===== config.mk =====
export PLATFORM = sky130hd
export DESIGN_NAME = prc_top
export DESIGN_NICKNAME = d
export VERILOG_FILES = /design/src/prc_pkg.sv /design/src/prc_if.sv /design/src/prc_dec.sv /design/src/prc_top.sv
export SDC_FILE = /design/constraint.sdc
export NUM_CORES = 1
export LEC_CHECK = 0
export ABC_CLOCK_PERIOD_IN_PS = 4400
export BUFFER_PORTS_ARGS = -buffer_cell sky130_fd_sc_hd__clkbuf_2
export CAP_MARGIN = 20
export CORE_UTILIZATION = 46
export CTS_BUF_LIST = sky130_fd_sc_hd__clkbuf_4 sky130_fd_sc_hd__clkbuf_8 sky130_fd_sc_hd__clkbuf_16
export DETAILED_ROUTE_END_ITERATION = 8
export GPL_TIMING_DRIVEN = 0
export PLACE_DENSITY = 0.84
export SLEW_MARGIN = 0
export SYNTH_ARGS = -nofsm -noshare
export SYNTH_HDL_FRONTEND = slang
export SYNTH_SLANG_ARGS = --single-unit

===== constraint.sdc =====
create_clock -name core_clk -period 4.4 [get_ports core_clk]
set_clock_uncertainty 0.1 [all_clocks]
set_input_delay 0.66 -clock core_clk [delete_from_list [all_inputs] [get_ports core_clk]]
set_output_delay 0.66 -clock core_clk [all_outputs]
set_load 0.05 [all_outputs]

===== src/prc_pkg.sv =====
// Constants and types for the PCI read prefetch control block
package prc_pkg;

  // Register byte offsets
  localparam logic [4:0] OFF_CTRL   = 5'h00;
  localparam logic [4:0] OFF_STATUS = 5'h04;
  localparam logic [4:0] OFF_CLEAR  = 5'h08;
  localparam logic [4:0] OFF_ENABLE = 5'h0c;
  localparam logic [4:0] OFF_STATE  = 5'h10;

  // Control field positions
  localparam int MRM_LSB = 4;
  localparam int MRL_LSB = 6;
  localparam int MR_LSB  = 8;
  localparam int TOL_BIT = 10;
  localparam int CHK_BIT = 11;
  localparam int CTRL_W  = 12;

  // Read multiple policy resets to 10, the others to 00
  localparam logic [11:0] CTRL_RESET = 12'h020;

  // Status bit positions
  localparam int EV_CMD_CHANGE = 0;
  localparam int EV_RESERVED   = 1;
  localparam int EV_MALFORMED  = 2;
  localparam int EV_W          = 3;
  localparam logic [2:0] EV_RESET = 3'h0;

  // Policy field codes
  localparam logic [1:0] POL_00 = 2'h0;
  localparam logic [1:0] POL_01 = 2'h1;
  localparam logic [1:0] POL_10 = 2'h2;
  localparam logic [1:0] POL_11 = 2'h3;

  typedef enum logic [1:0] {
    CMD_MR,
    CMD_MRL,
    CMD_MRM,
    CMD_OTHER
  } prc_cmd_e;

  typedef enum logic [1:0] {
    LEN_SINGLE,
    LEN_LINE,
    LEN_FULL,
    LEN_DWORD
  } prc_len_e;

endpackage : prc_pkg


===== src/prc_if.sv =====
// Carrier between the control top and the delayed read decoder
`timescale 1ns/100ps
interface prc_if;
  logic                  req_valid;
  prc_pkg::prc_cmd_e     req_cmd;
  logic [31:0]           req_addr;
  logic [3:0]            req_be;
  logic                  req_pref;
  logic                  data_ready;
  logic [1:0]            cfg_mr;
  logic [1:0]            cfg_mrl;
  logic [1:0]            cfg_mrm;
  logic                  cfg_tol;
  logic                  cfg_chk;
  logic                  res_retry;
  logic                  res_complete;
  logic                  res_abort;
  prc_pkg::prc_len_e     res_len;
  logic                  res_cmd_change;
  logic                  res_reserved;
  logic                  pend_valid;

  modport ctl (output req_valid, req_cmd, req_addr, req_be, req_pref, data_ready,
               cfg_mr, cfg_mrl, cfg_mrm, cfg_tol, cfg_chk,
               input res_retry, res_complete, res_abort, res_len, res_cmd_change,
               res_reserved, pend_valid);
  modport dec (input req_valid, req_cmd, req_addr, req_be, req_pref, data_ready,
               cfg_mr, cfg_mrl, cfg_mrm, cfg_tol, cfg_chk,
               output res_retry, res_complete, res_abort, res_len, res_cmd_change,
               res_reserved, pend_valid);
endinterface : prc_if


===== src/prc_dec.sv =====
// Delayed read tracker and prefetch length decoder
`timescale 1ns/100ps
module prc_dec (
  // Clock and reset
  input  wire logic core_clk,
  input  wire logic rst,
  // Request and answer
  prc_if.dec        pi
);

  typedef struct packed {
    logic              pend_valid;
    prc_pkg::prc_cmd_e pend_cmd;
    logic [31:0]       pend_addr;
    logic [3:0]        pend_be;
  } prc_dec_s;

  prc_dec_s st;
  prc_dec_s next_st;
  logic     match;
  logic     same_cmd;
  logic     bad;

  always_comb begin
    next_st           = st;
    pi.res_retry      = 1'b0;
    pi.res_complete   = 1'b0;
    pi.res_abort      = 1'b0;
    pi.res_cmd_change = 1'b0;
    pi.res_reserved   = 1'b0;
    pi.res_len        = prc_pkg::LEN_SINGLE;
    match    = st.pend_valid && (st.pend_addr == pi.req_addr) && (st.pend_be == pi.req_be);
    same_cmd = st.pend_cmd == pi.req_cmd;
    // Extra checks: empty byte enables or unaligned address
    bad = pi.cfg_chk && ((pi.req_be == 4'h0) || (pi.req_addr[1:0] != 2'h0));
    if (pi.req_pref) begin
      case (pi.req_cmd)
        prc_pkg::CMD_MR: begin
          case (pi.cfg_mr)
            prc_pkg::POL_00: pi.res_len = prc_pkg::LEN_LINE;
            prc_pkg::POL_10: pi.res_len = prc_pkg::LEN_FULL;
            prc_pkg::POL_11: pi.res_len = prc_pkg::LEN_DWORD;
            default: begin
              pi.res_len      = prc_pkg::LEN_LINE;
              pi.res_reserved = pi.req_valid;
            end
          endcase
        end
        prc_pkg::CMD_MRL: begin
          pi.res_len = (pi.cfg_mrl == prc_pkg::POL_00) ? prc_pkg::LEN_LINE
                                                       : prc_pkg::LEN_FULL;
        end
        prc_pkg::CMD_MRM: begin
          pi.res_len = (pi.cfg_mrm == prc_pkg::POL_00) ? prc_pkg::LEN_LINE
                                                       : prc_pkg::LEN_FULL;
        end
        default: pi.res_len = prc_pkg::LEN_SINGLE;
      endcase
    end else if (pi.req_cmd == prc_pkg::CMD_MR && pi.cfg_mr == prc_pkg::POL_11) begin
      pi.res_len = prc_pkg::LEN_DWORD;
    end
    if (pi.req_valid) begin
      if (bad) begin
        pi.res_abort = 1'b1;
      end else if (!st.pend_valid) begin
        // Queue a new delayed read and retry the master
        next_st.pend_valid = 1'b1;
        next_st.pend_cmd   = pi.req_cmd;
        next_st.pend_addr  = pi.req_addr;
        next_st.pend_be    = pi.req_be;
        pi.res_retry       = 1'b1;
      end else if (match && !same_cmd && !pi.cfg_tol) begin
        pi.res_retry      = 1'b1;
        pi.res_cmd_change = 1'b1;
      end else if (match && pi.data_ready) begin
        pi.res_complete    = 1'b1;
        next_st.pend_valid = 1'b0;
      end else begin
        pi.res_retry = 1'b1;
      end
    end
  end

  assign pi.pend_valid = st.pend_valid;

  always_ff @(posedge core_clk or posedge rst) begin
    if (rst) begin
      st <= '0;
    end else begin
      st <= next_st;
    end
  end

endmodule : prc_dec


===== src/prc_top.sv =====
// PCI read prefetch control: registers, interrupt and answer stage
//
// The placing of the registers and the Avalon-MM interface to the registers were left to the implementer.
`timescale 1ns/100ps
// What this block does
// Read multiple policy resets to full prefetch; 11 also keeps leftover on any end.
// Read line policy 00 prefetches exactly one cache line when prefetchable.
// Read line policy 01 prefetches fully, keeps leftover after master disconnect.
// Read line policy 10 prefetches fully and keeps no leftover.
// Read line policy 11 prefetches fully, keeps leftover whoever ends the read.
// Memory read policy: 00 one line, 01 reserved, 10 full, 11 one dword.
// Tolerance clear: retry a repeated read whose command code changed.
// Tolerance set: changed read command completes if address and enables match and data_ready is high.
// Bit 11 enables the extra malformed request checks.
module prc_top (
  // Clock and reset
  input  wire logic        core_clk,
  input  wire logic        rst,
  // Avalon-MM slave
  input  wire logic [4:0]  avs_address,
  input  wire logic        avs_read,
  input  wire logic        avs_write,
  input  wire logic [31:0] avs_writedata,
  input  wire logic [3:0]  avs_byteenable,
  output logic      [31:0] avs_readdata,
  output logic             avs_waitrequest,
  // Read request from the PCI target logic
  input  wire logic        req_valid,
  input  wire logic [1:0]  req_cmd,
  input  wire logic [31:0] req_addr,
  input  wire logic [3:0]  req_be,
  input  wire logic        req_pref,
  input  wire logic        data_ready,
  // Burst end and discard timer
  input  wire logic        burst_end,
  input  wire logic        end_by_master,
  input  wire logic        discard_expired,
  // Answer
  output logic             rsp_valid,
  output logic             rsp_retry,
  output logic             rsp_complete,
  output logic             rsp_abort,
  output logic      [1:0]  rsp_len,
  output logic             hold_leftover,
  output logic             malformed_chk_en,
  // Interrupt
  output logic             irq
);

  typedef struct packed {
    logic [11:0]       ctrl;
    logic [2:0]        status;
    logic [2:0]        enable;
    logic [31:0]       rdata;
    logic              waitreq;
    logic              rsp_valid;
    logic              rsp_retry;
    logic              rsp_complete;
    logic              rsp_abort;
    logic [1:0]        rsp_len;
    prc_pkg::prc_cmd_e last_cmd;
    logic              last_pref;
    logic              hold;
    logic              irq;
  } prc_top_s;

  prc_top_s    st;
  prc_top_s    next_st;
  logic [2:0]  ev;
  logic [31:0] rd_mux;
  logic [1:0]  pol;
  logic        keep;
  logic        acc;

  prc_if pi ();

  assign pi.req_valid  = req_valid;
  assign pi.req_cmd    = prc_pkg::prc_cmd_e'(req_cmd);
  assign pi.req_addr   = req_addr;
  assign pi.req_be     = req_be;
  assign pi.req_pref   = req_pref;
  assign pi.data_ready = data_ready;
  assign pi.cfg_mrm    = st.ctrl[prc_pkg::MRM_LSB +: 2];
  assign pi.cfg_mrl    = st.ctrl[prc_pkg::MRL_LSB +: 2];
  assign pi.cfg_mr     = st.ctrl[prc_pkg::MR_LSB +: 2];
  assign pi.cfg_tol    = st.ctrl[prc_pkg::TOL_BIT];
  assign pi.cfg_chk    = st.ctrl[prc_pkg::CHK_BIT];

  prc_dec u_dec (
    .core_clk (core_clk),
    .rst      (rst),
    .pi       (pi.dec)
  );

  always_comb begin
    next_st = st;
    ev      = 3'h0;
    ev[prc_pkg::EV_CMD_CHANGE] = pi.res_cmd_change;
    ev[prc_pkg::EV_RESERVED]   = pi.res_reserved;
    ev[prc_pkg::EV_MALFORMED]  = pi.res_abort;

    // Register read mux, unmapped reads as zero
    rd_mux = 32'h0;
    case (avs_address)
      prc_pkg::OFF_CTRL:   rd_mux[prc_pkg::CTRL_W-1:0] = st.ctrl;
      prc_pkg::OFF_STATUS: rd_mux[prc_pkg::EV_W-1:0] = st.status;
      prc_pkg::OFF_ENABLE: rd_mux[prc_pkg::EV_W-1:0] = st.enable;
      prc_pkg::OFF_STATE:  rd_mux[1:0] = {st.hold, pi.pend_valid};
      default:             rd_mux = 32'h0;
    endcase

    // One wait cycle, then accept on the edge waitrequest is low
    acc = (avs_read || avs_write) && !st.waitreq;
    if ((avs_read || avs_write) && st.waitreq) begin
      next_st.waitreq = 1'b0;
      next_st.rdata   = rd_mux;
    end else begin
      next_st.waitreq = 1'b1;
    end

    if (acc && avs_write && avs_address == prc_pkg::OFF_CTRL) begin
      if (avs_byteenable[0]) begin
        next_st.ctrl[7:0] = avs_writedata[7:0];
      end
      if (avs_byteenable[1]) begin
        next_st.ctrl[11:8] = avs_writedata[11:8];
      end
    end
    if (acc && avs_write && avs_address == prc_pkg::OFF_ENABLE && avs_byteenable[0]) begin
      next_st.enable = avs_writedata[prc_pkg::EV_W-1:0];
    end
    // Write one to clear; a new event in the same cycle wins
    if (acc && avs_write && avs_address == prc_pkg::OFF_CLEAR && avs_byteenable[0]) begin
      next_st.status = st.status & ~avs_writedata[prc_pkg::EV_W-1:0];
    end
    next_st.status = next_st.status | ev;
    next_st.irq    = |(next_st.status & next_st.enable);

    // Answer stage
    next_st.rsp_valid    = req_valid;
    next_st.rsp_retry    = pi.res_retry;
    next_st.rsp_complete = pi.res_complete;
    next_st.rsp_abort    = pi.res_abort;
    next_st.rsp_len      = pi.res_len;
    if (pi.res_complete) begin
      next_st.last_cmd  = pi.req_cmd;
      next_st.last_pref = pi.req_pref;
      next_st.hold      = 1'b0;
    end

    // Leftover retention on burst end
    pol  = prc_pkg::POL_00;
    keep = 1'b0;
    case (st.last_cmd)
      prc_pkg::CMD_MRL: pol = st.ctrl[prc_pkg::MRL_LSB +: 2];
      prc_pkg::CMD_MRM: pol = st.ctrl[prc_pkg::MRM_LSB +: 2];
      default:          pol = prc_pkg::POL_00;
    endcase
    if (st.last_cmd == prc_pkg::CMD_MRL || st.last_cmd == prc_pkg::CMD_MRM) begin
      case (pol)
        prc_pkg::POL_01: keep = end_by_master;
        prc_pkg::POL_11: keep = 1'b1;
        default:         keep = 1'b0;
      endcase
    end
    if (discard_expired) begin
      next_st.hold = 1'b0;
    end
    if (burst_end) begin
      next_st.hold = keep && st.last_pref;
    end
  end

  always_ff @(posedge core_clk or posedge rst) begin
    if (rst) begin
      st          <= '0;
      st.ctrl     <= prc_pkg::CTRL_RESET;
      st.status   <= prc_pkg::EV_RESET;
      st.enable   <= prc_pkg::EV_RESET;
      st.waitreq  <= 1'b1;
      st.last_cmd <= prc_pkg::CMD_MR;
    end else begin
      st <= next_st;
    end
  end

  assign avs_readdata     = st.rdata;
  assign avs_waitrequest  = st.waitreq;
  assign rsp_valid        = st.rsp_valid;
  assign rsp_retry        = st.rsp_retry;
  assign rsp_complete     = st.rsp_complete;
  assign rsp_abort        = st.rsp_abort;
  assign rsp_len          = st.rsp_len;
  assign hold_leftover    = st.hold;
  assign malformed_chk_en = st.ctrl[prc_pkg::CHK_BIT];
  assign irq              = st.irq;

endmodule : prc_top


# Word level (Yosys, flattened, before mapping)
# Cells that the tools add are included.
[word_totals] register_bits=81 latchBits=0 ram_bits=0 romBits=0 in_bits=89 out_inout_bits=42 wordCells=113 memories=0
[op_classes] n_addsub=0 n_mul=0 div=0 magnitude_cmp=0 n_eq_ne=15 n_shift=0 n_mux=37 n_bitwise=6 n_reduce_logical=36
[op_table] cell="32-bit == test" count=1
[op_table] cell="1-bit 2-to-1 mux" count=24
[op_table] cell="1-bit logical AND" count=16
[op_table] cell="2-bit == test, second input constant" count=5
[op_table] cell="5-bit by 4-bit == test with 1-bit output, second input constant" count=2
[op_table] cell="9-bit 2-to-1 mux" count=1
[op_table] cell="2-bit zero test" count=4
[op_table] cell="2-bit 2-to-1 mux" count=4
[op_table] cell="2-bit case mux with 2 select lines" count=2
[op_table] cell="2-bit case mux with 4 select lines" count=1
[op_table] cell="3-bit AND" count=2
[op_table] cell="2-bit by 1-bit == test with 1-bit output, second input constant" count=3
[op_table] cell="3-bit 2-to-1 mux" count=2
[op_table] cell="2-bit case mux with 3 select lines" count=1
[op_table] cell="2-bit AND reduction" count=3
[op_table] cell="3-bit OR reduction" count=2
[op_table] cell="5-bit by 3-bit == test with 1-bit output, second input constant" count=1
[op_table] cell="5-bit == test, second input constant" count=1
[op_table] cell="5-bit zero test" count=1
[op_table] cell="4-bit == test" count=1
[op_table] cell="4-bit zero test" count=1
[op_table] cell="1-bit zero test" count=3
[op_table] cell="1-bit logical OR" count=3
[op_table] cell="3-bit inverter" count=1
[op_table] cell="other kinds (8)" count=9

# Depth between registers and ports, before layout
[depth] ltp_word=12 depth_mapped=7 mapped_depth_nobuf=5

# By module
# From an unflattened synthesis, not the netlist that was laid out.
[unflattened] cells_unflattened=342 area_unflattened_um2=4156.5
[modules_own_cells] mod="prc_dec" instances=1 cells_per_inst=163 area_per_inst_um2=2128.3 seq_area_each_um2=975.9
[modules_own_cells] mod="prc_top" instances=1 cells_per_inst=179 area_per_inst_um2=2028.2 seq_area_each_um2=1053.5

# Least setup slack after synthesis
# Ideal clock, no wire load.
[synth_path] kind="in2reg" startpoint="input avs_address[1]" endpoint="register st (netlist bit irq)" arrival_time_ps=2017 required_time_ps=4163 setup_slack_ps=2146 cell_stages=6 path_buffers=1 path_cell_list="nor3_2 and3_4 buf_6 mux2_4 a222oi_1 o31ai_1"
[synth_lines] element="from (decl)" line_no="prc_top.sv:20" text="input wire logic [4:0] avs_address,"
[synth_lines] element="to (signal assigned)" line_no="prc_top.sv:183" text="st <= next_st;"
[synth_lines] element="to (decl)" line_no="prc_top.sv:67" text="prc_top_s st;"

==> results.yml <==
run_status:
  status: "finished with violations"
  violations: "design-rule violations"
grt:
  gr-total-overflow: 0
  gr-usage-met2_pct: 33.3
  busiest_layer: "met2"
  grt_use_total_pct: 19.2
  globalRouteMet3Util_pct: 5.30
  grt_pass1_wl_microns: 14200
  globalRouteMet1Util_pct: 23.8
  grt_pass1_vias: 3010
  antenna_found_initial: 0
  grt_max_degree: 44
critical_path:
  worstPathCellList: "clkbuf_2 -> nor3_2 -> and3_4 -> buf_6 -> mux2_4 -> a222oi_1 -> o31ai_1"
  slowest_stage: "nor3_2"
  r2r_start: "u_dec.st[4]"
  r2r_setup_slack_ns: 2.32
  worst_r2r_endpoint: "st[3]"
  start_kind: "input pin"
  r2r_cells: 6
  critPathArrivalTime_ns: 2.38
  slowest_delay_ns: 0.42
  worstSetupPathType: "input pin to register"
  cp_max_fo: 8
  crit_required_ns: 4.52
  end_kind: "register"
yosys:
  syn_avg_cell_area_sq_um: 12.0
  synthCells: 351
  synth_area_sq_um: 4220
  synth_area_leaders: "dfrtp_1, mux2_4, mux2_1, buf_4, xnor2_1"
  ys_seq_elements: 81
  ys.flop_type: "dfrtp_1"
  synth_edf_count: 0
  ys_seq_area_share_pct: 48.1
  yosysTopAreaCell: "dfrtp_1"
  synth-async-reset-ratio_pct: 100
  synth_top_area_share_pct: 46.8
  synthDistinctLibCells: 51
  yosysWarnings: 0
power:
  p_leak_nw: 2.49
  power_mw: 1.82
  pwr_density_cell_nw_per_um2: 355
  max-vdd-ir-drop_v: 0.000238
cts:
  clock-sinks: 81
  cts_made_buffers: 9
  clock_latency_ns: 0.35
  cts_resized: 0
  h-tree-depth: 3
  clk_path_buf_depth: 2
  cts_tree: "yes"
  clk_pin_slew_worst_paths_ns: 0.09
  cts-root-buf: "clkbuf_8"
  cts_setup_buffers: 0
  hold_buffers: 0
timing:
  worstMarginPinSlew_ns: 0.517
  hold-worst-slack_ns: 0.236
  period_needed_ns: 2.26
  timing.final.hold_violations: 0
  report.final.slew_viol_count: 0
  fmax_mhz: 442
  finalCritPeriodShare_pct: 51.5
  relSlewSlack_pct: 65.3
  setup_tns_ns: 0
  setup_violations: 0
  grt_setup_unrepaired: "false"
floorplanning:
  start_util_pct: 47.9
  fp-row-count: 34
  die_y_microns: 97.8
  core_sq_um: 8810
  ios: 131
  fp.dieArea_sq_um: 9560
  die_w_microns: 97.8
route:
  ant_nets: 0
  first_pass_iters: 6
  vias: 2919
  drtIter0Drc: 90
  routedWlPerCell_microns: 14.9
  routed_via_density: 5.02
  wl_microns: 8660
  drc: 24
place:
  io_buffers: 87
  hpwl_microns: 6550
  place_congestion: 0.794
flow_run:
  drv_cap: 0
cells_and_area:
  final_nets: 560
  area_growth_pct: 21.1
  drive_above_1_share_pct: 39.0
  insertedDiodeCount: 0
min_path:
  min_path_type: "input pin to async pin"
==> synth_stat cells (all sizes together) (5+ instances only) <==
master,number
nand4,5
nand3,5
nor4,8
xnor2,23
nor2,8
xor2,15
inv,6
o21ai,19
buf,41
dfrtp,79
mux2,56
nand2,32
==> worst max-delay path by stage <==
| stage | from | endpoint | slack, ns | depth (start not counted) |
|---|---|---|---|---|
| 2_1_floorplan | rst | avs_readdata[0] | 1.56 | 1 |
| 3_3_place_gp | rst | st[53] | 0.68 | 2 |
| 3_5_place_dp | avs_address[4] | irq | 1.77 | 7 |
| 4_1_cts | avs_address[4] | irq | 2.15 | 7 |
| 5_1_grt | avs_address[4] | irq | 2.00 | 7 |
| 6_report | avs_address[4] | irq | 2.14 | 7 |
==> flip-flops by register name, summed over array words and instances (netlist names) <==
signal               cells
u_dec.st                38
st                      13
avs_readdata            12
pi.cfg_mr                2
pi.cfg_mrl               2
pi.cfg_mrm               2
rsp_len                  2
avs_waitrequest          1
hold_leftover            1
irq                      1
malformed_chk_en         1
pi.cfg_tol               1
rsp_abort                1
rsp_complete             1
rsp_retry                1
rsp_valid                1
u_dec.pi.pend_valid      1
==> power by group <==
group          leakage [nW]  internal, mW  switching (mW)
clock network         0.112         0.327           0.292
registers              1.04         0.814          0.0513
logic                  1.34         0.152           0.180
total                  2.49          1.29           0.523
==> final cells by class <==
type,instances,area (sq um)
Inverter,6,25.0
Clock inverter,7,101
Tap cell,108,135
Clock buffer,9,124
Sequential cell,81,2030
Multi-Input combinational cell,238,1900
Timing Repair Buffer,88,455
Fill cell,755,3690
Buffer,45,337
==> layer usage <==
| layer | routed length [microns] | part of all wire (%) |
|---|---|---|
| met3 | 523 | 6.0 |
| met5 | 0 | 0 |
| met1 | 3800 | 44 |
| met2 | 4300 | 50 |
| met4 | 27 | 0.31 |
==> placed cells by master, fill, tap and decap left out, drive strengths merged, types with 2 or more instances in the layout <==
cell    synthesis  layout
conb            1      20
inv             6       9
xor2           15      15
and4            4       4
nand2          32      32
o21ai          19      19
xnor2          23      23
mux2i           3       3
dfstp           2       2
o22ai           3       3
nand3           5       5
clkbuf          4     100
dfrtp          79      79
ha              2       2
bufinv          0       2
buf            41      42
nor2            8       8
a21oi           2       2
mux2           56      56
nor2b           3       3
nor3            4       4
nand4           5       5
nand4b          4       4
nor3b           2       2
nor4            8       8
a22o            2       2
==> through the flow <==
stage / instances / cell area, sq um / util [%] / setup WS (ns)
2_1_floorplan: 370 / 4290 / - / 1.56
3_3_place_gp: 565 / 4860 / 55.2 / 0.680
3_5_place_dp: 566 / 4890 / 55.5 / 1.77
4_1_cts: 582 / 5110 / 58.0 / 2.15
5_1_grt: 582 / 5110 / 58.0 / 2.00
6_report: 582 / 5110 / 58.0 / 2.14
==> logic make-up (layout without fill, tap and decap cells) <==
logic type | count (synthesis) | count (layout) | share of synthesized area, %
xor+xnor | 38 | 38 | 7.88
buf+inv | 51 | 155 | 8.51
simple gates | 81 | 81 | 11.1
fa+ha+maj | 2 | 2 | 0.593
compound gates | 38 | 38 | 5.93
flops | 81 | 81 | 48.1
mux | 59 | 59 | 17.9
other cells | 1 | 20 | 0.0888
==> critical path, delay by kind of cell <==
kind	cells	cell delay, ns
simple gates	2	0.70
buf+inv	2	0.26
compound gates	2	0.47
mux	1	0.30
(Power assumes the default switching activity.)
